<file path="src/balu_pkg.sv">
package balu_pkg;

  // Operand and result width
  localparam int unsigned BALU_WIDTH = 8;

  // Bit positions used by the carry logic
  localparam int unsigned BALU_MSB       = 7;
  localparam int unsigned BALU_NIB_HI    = 4;
  localparam int unsigned BALU_NIB_LO    = 3;

  // Special operand values
  localparam logic [7:0] BALU_ZERO_BYTE  = 8'h00;
  localparam logic [7:0] BALU_ONES_BYTE  = 8'hFF;

  // Reset values of the outputs and held flags
  localparam logic [7:0] BALU_RESULT_RST = 8'h00;
  localparam logic       BALU_FLAG_RST   = 1'b0;

  // Operation select
  typedef enum logic [2:0] {
    BALU_SUM_OP,
    BALU_SUM_WITH_CARRY_OP,
    BALU_DIFFERENCE_OP,
    BALU_DIFFERENCE_WITH_BORROW_OP,
    BALU_COMPARE_OP,
    BALU_CONJ_OP,
    BALU_DISJ_OP,
    BALU_EXCL_OP
  } balu_op_type;

  // Bitwise function select for the logic unit
  typedef enum logic [1:0] {
    BALU_LOGIC_AND,
    BALU_LOGIC_OR,
    BALU_LOGIC_XOR
  } balu_logic_type;

endpackage : balu_pkg

</file>
<file path="src/balu_alu.sv">
`timescale 1ns/10ps
module balu_alu
  import balu_pkg::*;
#(
  parameter int unsigned WIDTH = BALU_WIDTH
) (
  // Clock and reset
  input  wire logic             clk_sys,
  input  wire logic             rst_n,
  // Request from the controller
  input  wire logic             op_valid,
  input  wire balu_op_type      op_sel,
  input  wire logic [WIDTH-1:0] dst_byte,
  input  wire logic [WIDTH-1:0] src_byte,
  input  wire logic             carry_bit_in,
  // Answer to the controller
  output logic                  done_q,
  output logic      [WIDTH-1:0] result_q,
  output logic                  result_we_q,
  output logic                  zero_bit_q,
  output logic                  half_carry_bit_q,
  output logic                  carry_bit_q
);

  // Datapath wires
  logic [WIDTH-1:0] add_sum;
  logic             add_cout;
  logic             add_c4;
  logic             add_cin;
  logic             add_sub;
  logic [WIDTH-1:0] log_res;
  balu_logic_type   log_func;

  // Next values
  logic             done_d;
  logic [WIDTH-1:0] result_d;
  logic             result_we_d;
  logic             zero_bit_d;
  logic             half_carry_bit_d;
  logic             carry_bit_d;

  // Adder configuration per operation
  always_comb begin
    add_sub = 1'b0;
    add_cin = 1'b0;
    case (op_sel)
      BALU_SUM_OP: begin
        add_cin = 1'b0;
      end
      BALU_SUM_WITH_CARRY_OP: begin
        add_cin = carry_bit_in;
      end
      BALU_DIFFERENCE_OP,
      BALU_COMPARE_OP: begin
        add_sub = 1'b1;
        add_cin = 1'b1;
      end
      BALU_DIFFERENCE_WITH_BORROW_OP: begin
        add_sub = 1'b1;
        add_cin = ~carry_bit_in;
      end
      default: begin
        add_sub = 1'b0;
        add_cin = 1'b0;
      end
    endcase
  end

  // Bitwise function per operation
  always_comb begin
    case (op_sel)
      BALU_CONJ_OP: log_func = BALU_LOGIC_AND;
      BALU_DISJ_OP: log_func = BALU_LOGIC_OR;
      BALU_EXCL_OP: log_func = BALU_LOGIC_XOR;
      default:      log_func = BALU_LOGIC_XOR;
    endcase
  end

  // Shared add and subtract path
  balu_adder #(
    .WIDTH         (WIDTH)
  ) u_adder (
    .a_in          (dst_byte),
    .b_in          (src_byte),
    .cin           (add_cin),
    .sub_en        (add_sub),
    .sum_out       (add_sum),
    .carry_out     (add_cout),
    .nib_carry_out (add_c4)
  );

  // Bitwise path
  balu_logic #(
    .WIDTH   (WIDTH)
  ) u_logic (
    .a_in    (dst_byte),
    .b_in    (src_byte),
    .func    (log_func),
    .res_out (log_res)
  );

  // Result, flags and write enable for the next cycle
  always_comb begin
    done_d           = op_valid;
    result_d         = result_q;
    result_we_d      = 1'b0;
    zero_bit_d       = zero_bit_q;
    half_carry_bit_d = half_carry_bit_q;
    carry_bit_d      = carry_bit_q;
    if (op_valid) begin
      case (op_sel)
        BALU_SUM_OP,
        BALU_SUM_WITH_CARRY_OP: begin
          result_d         = add_sum;
          result_we_d      = 1'b1;
          zero_bit_d       = (add_sum == BALU_ZERO_BYTE);
          carry_bit_d      = add_cout;
          half_carry_bit_d = add_c4;
        end
        BALU_DIFFERENCE_OP,
        BALU_DIFFERENCE_WITH_BORROW_OP,
        BALU_COMPARE_OP: begin
          result_d         = add_sum;
          result_we_d      = (op_sel != BALU_COMPARE_OP);
          zero_bit_d       = (add_sum == BALU_ZERO_BYTE);
          carry_bit_d      = ~add_cout;
          half_carry_bit_d = ~add_c4;
        end
        BALU_CONJ_OP,
        BALU_DISJ_OP,
        BALU_EXCL_OP: begin
          result_d         = log_res;
          result_we_d      = 1'b1;
          zero_bit_d       = (log_res == BALU_ZERO_BYTE);
        end
        default: begin
          result_d    = result_q;
          result_we_d = 1'b0;
        end
      endcase
    end
  end

  // Output and flag registers
  always_ff @(posedge clk_sys) begin
    if (!rst_n) begin
      done_q           <= 1'b0;
      result_q         <= BALU_RESULT_RST;
      result_we_q      <= 1'b0;
      zero_bit_q       <= BALU_FLAG_RST;
      half_carry_bit_q <= BALU_FLAG_RST;
      carry_bit_q      <= BALU_FLAG_RST;
    end else begin
      done_q           <= done_d;
      result_q         <= result_d;
      result_we_q      <= result_we_d;
      zero_bit_q       <= zero_bit_d;
      half_carry_bit_q <= half_carry_bit_d;
      carry_bit_q      <= carry_bit_d;
    end
  end

  // Sum result and carry-out against a wide reference
  a_sum_result: assert property (
    @(posedge clk_sys) disable iff (!rst_n)
    op_valid && op_sel == BALU_SUM_OP |=>
      {carry_bit_q, result_q} == {1'b0, $past(dst_byte)} + {1'b0,
        $past(src_byte)} && result_we_q && done_q)
    else $error("sum result or carry wrong");

  // Zero flag after additions
  a_sum_zero: assert property (
    @(posedge clk_sys) disable iff (!rst_n)
    op_valid && (op_sel == BALU_SUM_OP || op_sel == BALU_SUM_WITH_CARRY_OP)
      |=> zero_bit_q == (result_q == BALU_ZERO_BYTE))
    else $error("zero flag wrong after addition");

  // Carry out of bit 7 on plain sums
  a_sum_carry: assert property (
    @(posedge clk_sys) disable iff (!rst_n)
    op_valid && op_sel == BALU_SUM_OP && dst_byte[BALU_MSB]
      && src_byte[BALU_MSB] |=> carry_bit_q)
    else $error("carry from bit 7 missed");

  // Half carry from the low nibble
  a_sum_half: assert property (
    @(posedge clk_sys) disable iff (!rst_n)
    op_valid && op_sel == BALU_SUM_OP |=>
      half_carry_bit_q == (({1'b0, $past(dst_byte[BALU_NIB_LO:0])}
        + {1'b0, $past(src_byte[BALU_NIB_LO:0])}) > 5'h0F))
    else $error("half carry wrong after addition");

  // Incoming carry enters at bit 0
  a_sum_with_carry_op_result: assert property (
    @(posedge clk_sys) disable iff (!rst_n)
    op_valid && op_sel == BALU_SUM_WITH_CARRY_OP |=>
      {carry_bit_q, result_q} == {1'b0, $past(dst_byte)}
        + {1'b0, $past(src_byte)} + {8'h00, $past(carry_bit_in)})
    else $error("sum with carry wrong");

  // Difference and borrow
  a_diff_result: assert property (
    @(posedge clk_sys) disable iff (!rst_n)
    op_valid && op_sel == BALU_DIFFERENCE_OP |=>
      result_q == $past(dst_byte) - $past(src_byte) && result_we_q
      && carry_bit_q == ($past(dst_byte) < $past(src_byte)))
    else $error("difference or borrow wrong");

  // Zero flag after plain difference and compare
  a_diff_zero: assert property (
    @(posedge clk_sys) disable iff (!rst_n)
    op_valid && (op_sel == BALU_DIFFERENCE_OP || op_sel == BALU_COMPARE_OP)
      |=> zero_bit_q == ($past(dst_byte) == $past(src_byte)))
    else $error("zero flag wrong after subtraction");

  // Borrow at bit 7 on subtraction with borrow
  a_difference_with_borrow_op_borrow: assert property (
    @(posedge clk_sys) disable iff (!rst_n)
    op_valid && op_sel == BALU_DIFFERENCE_WITH_BORROW_OP |=>
      carry_bit_q == ({1'b0, $past(dst_byte)} < {1'b0, $past(src_byte)}
        + {8'h00, $past(carry_bit_in)}))
    else $error("borrow at bit 7 wrong");

  // Half borrow from bit 4 to bit 3
  a_diff_half: assert property (
    @(posedge clk_sys) disable iff (!rst_n)
    op_valid && op_sel == BALU_COMPARE_OP |=>
      half_carry_bit_q == ($past(dst_byte[BALU_NIB_LO:0])
        < $past(src_byte[BALU_NIB_LO:0])))
    else $error("half borrow wrong");

  // Incoming carry subtracted at bit 0
  a_difference_with_borrow_op_result: assert property (
    @(posedge clk_sys) disable iff (!rst_n)
    op_valid && op_sel == BALU_DIFFERENCE_WITH_BORROW_OP |=>
      result_q == $past(dst_byte) - $past(src_byte)
        - {7'h00, $past(carry_bit_in)})
    else $error("difference with borrow wrong");

  // Compare never writes back
  a_cmp_nowrite: assert property (
    @(posedge clk_sys) disable iff (!rst_n)
    op_valid && op_sel == BALU_COMPARE_OP |=> done_q && !result_we_q)
    else $error("compare asked for a write");

  // Conjunction result
  a_and_result: assert property (
    @(posedge clk_sys) disable iff (!rst_n)
    op_valid && op_sel == BALU_CONJ_OP |=>
      result_q == ($past(dst_byte) & $past(src_byte)) && result_we_q)
    else $error("conjunction wrong");

  // Disjunction result
  a_or_result: assert property (
    @(posedge clk_sys) disable iff (!rst_n)
    op_valid && op_sel == BALU_DISJ_OP |=>
      result_q == ($past(dst_byte) | $past(src_byte)) && result_we_q)
    else $error("disjunction wrong");

  // Exclusive-or result
  a_xor_result: assert property (
    @(posedge clk_sys) disable iff (!rst_n)
    op_valid && op_sel == BALU_EXCL_OP |=>
      result_q == ($past(dst_byte) ^ $past(src_byte)) && result_we_q)
    else $error("exclusive-or wrong");

  // All-ones source inverts the destination
  a_xor_invert: assert property (
    @(posedge clk_sys) disable iff (!rst_n)
    op_valid && op_sel == BALU_EXCL_OP && src_byte == BALU_ONES_BYTE
      |=> result_q == ~$past(dst_byte))
    else $error("inversion by exclusive-or failed");

  // Zero flag after bitwise ops
  a_logic_zero: assert property (
    @(posedge clk_sys) disable iff (!rst_n)
    op_valid && (op_sel == BALU_CONJ_OP || op_sel == BALU_DISJ_OP
      || op_sel == BALU_EXCL_OP) |=>
      zero_bit_q == (result_q == BALU_ZERO_BYTE))
    else $error("zero flag wrong after bitwise op");

  // Bitwise ops hold carry and half carry
  a_logic_hold: assert property (
    @(posedge clk_sys) disable iff (!rst_n)
    op_valid && (op_sel == BALU_CONJ_OP || op_sel == BALU_DISJ_OP
      || op_sel == BALU_EXCL_OP) |=> $stable(carry_bit_q)
      && $stable(half_carry_bit_q))
    else $error("bitwise op changed carry flags");

  // Idle cycles hold result, zero and carry and give no answer
  a_idle_hold: assert property (
    @(posedge clk_sys) disable iff (!rst_n)
    !op_valid |=> !done_q && !result_we_q && $stable(result_q)
      && $stable(zero_bit_q) && $stable(carry_bit_q))
    else $error("output moved without a request");

  // Half borrow on plain difference
  a_sub_half: assert property (
    @(posedge clk_sys) disable iff (!rst_n)
    op_valid && op_sel == BALU_DIFFERENCE_OP |=>
      half_carry_bit_q == ($past(dst_byte[BALU_NIB_LO:0])
        < $past(src_byte[BALU_NIB_LO:0])))
    else $error("half borrow wrong after difference");

  // Half borrow with the incoming carry taken at bit 0
  a_difference_with_borrow_op_half: assert property (
    @(posedge clk_sys) disable iff (!rst_n)
    op_valid && op_sel == BALU_DIFFERENCE_WITH_BORROW_OP |=>
      half_carry_bit_q == ({1'b0, $past(dst_byte[BALU_NIB_LO:0])}
        < {1'b0, $past(src_byte[BALU_NIB_LO:0])}
        + {4'h0, $past(carry_bit_in)}))
    else $error("half borrow wrong after difference with borrow");

  // Zero flag after difference with borrow
  a_difference_with_borrow_op_zero: assert property (
    @(posedge clk_sys) disable iff (!rst_n)
    op_valid && op_sel == BALU_DIFFERENCE_WITH_BORROW_OP |=>
      zero_bit_q == ($past(dst_byte) - $past(src_byte)
        - {7'h00, $past(carry_bit_in)} == BALU_ZERO_BYTE))
    else $error("zero flag wrong after difference with borrow");

  // Half carry with the incoming carry added at bit 0
  a_sum_with_carry_op_half: assert property (
    @(posedge clk_sys) disable iff (!rst_n)
    op_valid && op_sel == BALU_SUM_WITH_CARRY_OP |=>
      half_carry_bit_q == (({1'b0, $past(dst_byte[BALU_NIB_LO:0])}
        + {1'b0, $past(src_byte[BALU_NIB_LO:0])}
        + {4'h0, $past(carry_bit_in)}) > 5'h0F))
    else $error("half carry wrong after sum with carry");

  // Every taken request answers next cycle; compare never writes
  a_done_pulse: assert property (
    @(posedge clk_sys) disable iff (!rst_n)
    op_valid |=> done_q
      && result_we_q == ($past(op_sel) != BALU_COMPARE_OP))
    else $error("answer strobe or write enable wrong");

endmodule : balu_alu

</file>
<file path="src/balu_adder.sv">
`timescale 1ns/10ps
module balu_adder
  import balu_pkg::*;
#(
  parameter int unsigned WIDTH = BALU_WIDTH
) (
  // Operands
  input  wire logic [WIDTH-1:0] a_in,
  input  wire logic [WIDTH-1:0] b_in,
  input  wire logic             cin,
  input  wire logic             sub_en,
  // Results
  output logic      [WIDTH-1:0] sum_out,
  output logic                  carry_out,
  output logic                  nib_carry_out
);

  logic [WIDTH:0]   carry_chain;
  logic [WIDTH-1:0] b_eff;

  // Subtraction adds the inverted source
  assign b_eff          = sub_en ? ~b_in : b_in;
  assign carry_chain[0] = cin;

  // Ripple chain, one full adder per bit
  genvar gi;
  generate
    for (gi = 0; gi < WIDTH; gi++) begin : g_bit
      assign sum_out[gi]       = a_in[gi] ^ b_eff[gi] ^ carry_chain[gi];
      assign carry_chain[gi+1] = (a_in[gi] & b_eff[gi]) |
                                 (carry_chain[gi] & (a_in[gi] ^ b_eff[gi]));
    end
  endgenerate

  // Carry out of the top bit and out of the low nibble
  assign carry_out     = carry_chain[WIDTH];
  assign nib_carry_out = carry_chain[BALU_NIB_HI];

endmodule : balu_adder

</file>
<file path="src/balu_logic.sv">
`timescale 1ns/10ps
module balu_logic
  import balu_pkg::*;
#(
  parameter int unsigned WIDTH = BALU_WIDTH
) (
  // Operands and function
  input  wire logic [WIDTH-1:0] a_in,
  input  wire logic [WIDTH-1:0] b_in,
  input  wire balu_logic_type   func,
  // Result
  output logic      [WIDTH-1:0] res_out
);

  // One gate per bit, function chosen by select
  genvar gi;
  generate
    for (gi = 0; gi < WIDTH; gi++) begin : g_bit
      always_comb begin
        case (func)
          BALU_LOGIC_AND: res_out[gi] = a_in[gi] & b_in[gi];
          BALU_LOGIC_OR:  res_out[gi] = a_in[gi] | b_in[gi];
          BALU_LOGIC_XOR: res_out[gi] = a_in[gi] ^ b_in[gi];
          default:        res_out[gi] = a_in[gi] ^ b_in[gi];
        endcase
      end
    end
  endgenerate

endmodule : balu_logic

</file>
<file path="config.mk">
export PLATFORM = sky130hd
export DESIGN_NAME = balu_alu
export DESIGN_NICKNAME = d
export VERILOG_FILES = /design/src/balu_pkg.sv /design/src/balu_alu.sv /design/src/balu_adder.sv /design/src/balu_logic.sv
export SDC_FILE = /design/constraint.sdc
export NUM_CORES = 1
export LEC_CHECK = 0
export BUFFER_PORTS_ARGS = -buffer_cell sky130_fd_sc_hd__buf_2
export CAP_MARGIN = 20
export CORE_MARGIN = 5
export CORE_UTILIZATION = 45
export DETAILED_ROUTE_END_ITERATION = 8
export MAX_ROUTING_LAYER = met4
export PLACE_DENSITY = 0.69
export SYNTH_ARGS = -nofsm -noshare
export SYNTH_HDL_FRONTEND = slang
export SYNTH_SLANG_ARGS = --single-unit
export TNS_END_PERCENT = 1
</file>
<file path="constraint.sdc">
create_clock -name clk_sys -period 12.2 [get_ports clk_sys]
set_input_delay 0.61 -clock clk_sys [delete_from_list [all_inputs] [get_ports clk_sys]]
set_output_delay 0.61 -clock clk_sys [all_outputs]
set_load 0.005 [all_outputs]
</file>
==> flow_summary.ini, run 1 <==
[global_routing]
antenna_found_initial = 0
grt_overflow_total = 0
grt_max_degree = 29
grt_pass1_vias = 1278
grt_pass1_wl_microns = 5780
grt_use_total_pct = 17.0

[cells_and_area]
drive_gt1_share_pct = 20.6
diodes = 0
final_util_pct = 54.3
nets = 266
syn2layout_area_growth_pct = 13.7

[sta]
hold_violations = 0
relSlewSlack_pct = 48.1
finalCritPeriodShare_pct = 41.3
finClkSkew_ns = 0
fin_crit_ns = 5.04
worstMarginPinSlew_ns = 0.774
setup_viol = 0
final-max-slew-violation-count = 0
max_freq_mhz = 198
tns_ns = 0
rsz0062_at_grt = no

[pwr]
p_leak_nw = 0.792
peakVddDrop_mv = 0.0512
powerDensity_nw_per_um2 = 83.5

[logic_synthesis]
yosysTopAreaCell = dfxtp_1
syn_inst = 189
yosys_warnings = 0
synthArstFlopShare_pct = 0
syn_area_sq_um = 1480
synth_common_cells = inv_1 (23), nand2_1 (17), ha_1 (16)
synth_area_per_cell_sq_um = 7.84
synth_cell_types = 36
ys_ff_latch = 13
synth_top_area_share_pct = 17.6
syn-num-nets = 236
synth_flop_cell = dfxtp_1
synthTopCellsByArea = dfxtp_1 (18%), ha_1 (14%), fa_1 (11%), xnor2_1 (5.9%), inv_1 (5.8%)
ys_seq_area_share_pct = 17.6
synth_edf_count = 0
synth_most_common_cell = inv_1

[detailed_routing]
dr.pass1.iters = 4
wl_microns = 3270
via_per_inst = 5.05
wl_per_cell_microns = 12.5
drcViolationCount = 0
ant_nets = 0
drt_iter0_drc = 74
via_count = 1322

[floorplan]
die_y_microns = 67.4
die_x_microns = 67.4
initial_core_util_pct = 47.8
ios = 36
core_sq_um = 3100
fp-row-count = 20
dieArea_sq_um = 4540

[placement]
dp_hpwl_microns = 2710
gp_congestion = 0.850
io_buffers = 35

[cts]
cts-resized-gates = 0
post_cts_buffers = 0
path_clk_slew_ns = 0.07
cts.htree.levels = 1
cts_root_buffer = clkbuf_4
cts_hold_buf = 0
cts_buffers = 3
cts_buffer_depth = 2
numClockSinks = 13
cts_tree = built
insertion_delay_ns = 0.27

[setup_path]
cp_max_fo = 28
required_ns = 12.41
start_kind = input port
crit_arrival_ns = 5.25
critPathKind = input port to flop
end_kind = flop

[status]
status = complete, no violations

[job]
drv_cap = 0

[hold_path]
hold_class = flop to flop
final timing paths:
path	to	cells past startpoint	slack [ns]	startpoint
worst max-delay path	zero_bit_q	19	7.16	op_sel[2]
worst min-delay path	result_q[6]	2	0.46	result_q[6]
worst max register to register	half_carry_bit_q	2	11.45	half_carry_bit_q
worst min register to register	result_q[6]	2	0.46	result_q[6]
metrics by stage:
stage               power (mW)  setup slack (ns)  hold slack (ns)  instance area (sq um)  instances
floorplan               0.0967              7.11            0.458                   1480        189
global placement         0.115              6.95            0.456                   1660        258
detailed placement       0.116              6.83            0.458                   1660        258
CTS                      0.142              7.13            0.469                   1690        262
global route             0.156              6.78            0.487                   1690        262
finish                   0.141              7.16            0.464                   1690        262
routing by layer:
layer  vias up  global-route usage (%)  wire [microns]
met1       589                    22.0            1500
met5         -                       -               0
met3         4                    3.00             155
li1        702                       -               -
met4         0                    3.04              33
met2        27                    28.1            1580
kinds of logic (layout without fill, tap and decap cells):
| group | after synthesis | in the layout | synth area share, % |
|---|---|---|---|
| simple gates | 61 | 61 | 21.8 |
| compound gates | 45 | 45 | 19.2 |
| buf+inv | 34 | 63 | 9.96 |
| fa+ha+maj | 24 | 24 | 24.3 |
| flops | 13 | 13 | 17.6 |
| xor+xnor | 11 | 11 | 6.50 |
| mux | 1 | 1 | 0.675 |
state kept, by name (all words and copies together) (netlist names):
signal and flops:
carry_bit_q 1, done_q 1, half_carry_bit_q 1, result_q 8
result_we_q 1, zero_bit_q 1
final cells by class:
cell class,instances,area (sq um)
repair buffers,36,183
well taps,44,55.1
fillers,308,1420
clock buffers,4,26.3
inverters,23,86.3
flip-flops and latches,13,260
multi-input cells,142,1070
critical path: stages:
cell     delay, ns
buf_2         0.34
mux2i_1       0.24
buf_4         0.23
xnor2_1       0.11
fa_1          0.39
inv_1         0.07
fa_1          0.15
inv_1         0.05
fa_1          0.38
fa_1          0.41
inv_1         0.08
fa_1          0.15
inv_1         0.05
fa_1          0.37
fa_1          0.38
fa_1          0.52
nand4_1       0.08
or4_1         0.46
a31oi_1       0.16
cell usage in the layout (no fill, tap or decap), drive strengths merged, types with 8 or more instances in the layout:
master | netlist | layout
dfxtp | 13 | 13
nand3b | 8 | 8
o221ai | 8 | 8
or2 | 13 | 13
fa | 8 | 8
xnor2 | 10 | 10
nor2 | 10 | 10
nand2 | 18 | 18
buf | 7 | 36
ha | 16 | 16
a21oi | 15 | 15
inv | 23 | 23
o21ai | 9 | 9
power by group:
group	switching, mW	internal (mW)
combinational	0.0360	0.0301
sequential	0.00177	0.0466
clock	0.0136	0.0127
(Power assumes the default switching activity.)
==> inputs of run 2 (changes only) <==
- PLACE_DENSITY: 0.69 -> 0.72
- clock period: 12.2 -> 4.1 ns (I/O delays scaled with it)
==> flow_summary.ini, run 2 (synthesis results as in run 1) <==
[sta]
max_freq_mhz = 245
relSlewSlack_pct = 45.7
tns_ns = 0
setup_ws_ns = 0.0179
hold_ws_ns = 0.195
setup_viol = 0
final-max-slew-violation-count = 0
finClkSkew_ns = 0
hold_violations = 0
fin_crit_ns = 4.08
worstMarginPinSlew_ns = 0.810
finalCritPeriodShare_pct = 99.6
rsz0062_at_grt = yes

[floorplan]
dieArea_sq_um = 4540
die_y_microns = 67.4
ios = 36
initial_core_util_pct = 47.8
fp-row-count = 20
die_x_microns = 67.4
core_sq_um = 3100

[placement]
dp_hpwl_microns = 2850
dp.cells = 265
placed_area_sq_um = 1730
io_buffers = 35
gp_congestion = 0.799
place_ws_ns = -0.360

[cells_and_area]
final_util_pct = 57.3
postLayoutCellArea_sq_um = 1780
syn2layout_area_growth_pct = 19.9
regMostFlops = result_q
drive_gt1_share_pct = 27.6
largest_register_ffs = 8
nets = 273
stdcell_count = 269
final_common_cell = buf_2
mostFrequentLayoutCells = buf_2 (35), inv_1 (21), nand2_1 (17)
diodes = 0

[setup_path]
critPathKind = input port to flop
start_kind = input port
r2r_cells = 2
critical_path.reg2reg.startpoint = half_carry_bit_q
crit_arrival_ns = 4.29
end_kind = flop
required_ns = 4.30
cp_cell_sequence = buf_2, buf_4, xor2_1, nor2_1, a21oi_1, fa_2, inv_2, fa_1, inv_1, fa_2, fa_2, inv_2, fa_1, inv_1, fa_2, fa_2, fa_1, nand4_1, or4_1, a31oi_1
crit_start = op_sel[1]
cp_slowest_cell = fa_1
max_stage_delay_ns = 0.52
crit_end = zero_bit_q
cp_max_fo = 3
reg2reg_to = half_carry_bit_q
r2r_slack_ns = 3.31
cp_common_cell = fa_2

[global_routing]
grt.busiest_layer = met2
use_met2_pct = 29.4
grt_max_degree = 25
grt_use_total_pct = 16.9
grt_overflow_total = 0
grt_pass1_wl_microns = 5710
grt_util_met3_pct = 3.16
grt_pass1_vias = 1292
antenna_found_initial = 0
groute.layer.met1.usage_pct = 20.3

[cts]
cts_hold_buf = 0
cts_tree = built
cts_root_buffer = clkbuf_4
numClockSinks = 13
cts.htree.levels = 1
post_cts_buffers = 0
insertion_delay_ns = 0.28
path_clk_slew_ns = 0.07
cts_buffer_depth = 2
cts_buffers = 3

[pwr]
powerDensity_nw_per_um2 = 246
p_leak_nw = 0.826
fin_total_pwr_mw = 0.438
peakVddDrop_mv = 0.100

[detailed_routing]
via_count = 1398
wl_microns = 3530
drt_iter0_drc = 108
drcViolationCount = 0
ant_nets = 0
dr.pass1.iters = 4
wl_per_cell_microns = 13.1
via_per_inst = 5.20

[hold_path]
hold_class = input port to flop

[job]
drv_cap = 0

[status]
status = complete, no violations
[run 2: cell types whose count changed in the layout (fill, tap and decap cells not counted)]
| cell | delta |
|---|---|
| xnor2_2 | +1 |
| fa_1 | -5 |
| xnor2_1 | -1 |
| fa_2 | +5 |
| buf_4 | +7 |
| mux2i_4 | +1 |
| inv_2 | +2 |
| nor2_4 | +1 |
| nor2_1 | -1 |
| mux2i_1 | -1 |
| inv_1 | -2 |
[run 2: layer usage]
layer | wire [microns] | up-vias
met1 | 1550 | 651
li1 | - | 711
met5 | 0 | -
met4 | 35 | 0
met2 | 1790 | 32
met3 | 145 | 4
[run 2: critical path: cells and delay by family]
family,cells,cell delay (ns)
adder cells (fa/ha/maj),8,2.58
buffers and inverters,6,0.50
AO/OA/AOI/OAI,2,0.23
XOR/XNOR,1,0.15
AND/OR/NAND/NOR,3,0.63
[run 2: what timing repair did]
action	in CTS	in global routing
pin swaps	0	0
setup endpoints to repair	1	1
gates cloned	0	0
gates resized for setup	1	5
[run 2: worst min path at each step]
stage	start	end	slack, ns	depth (start not counted)
2_1_floorplan	rst_n	done_q	0.34	2
3_3_place_gp	result_q[6]	result_q[6]	0.46	2
3_5_place_dp	result_q[6]	result_q[6]	0.47	2
4_1_cts	rst_n	zero_bit_q	0.19	3
5_1_grt	rst_n	zero_bit_q	0.22	3
6_report	rst_n	zero_bit_q	0.19	3
[run 2: layout make-up]
cell class	count	area, sq um
Clock buffer	4	26.3
Sequential cell	13	260
Timing Repair Buffer	43	235
Fill cell	320	1330
Multi-Input combinational cell	142	1110
Inverter	23	86.3
Tap cell	44	55.1
[run 2: where the power goes]
| group | switching (mW) | total [mW] | internal [mW] |
|---|---|---|---|
| Combinational | 0.114 | 0.214 | 0.100 |
| Sequential | 0.00542 | 0.144 | 0.139 |
| Clock | 0.0421 | 0.0798 | 0.0377 |
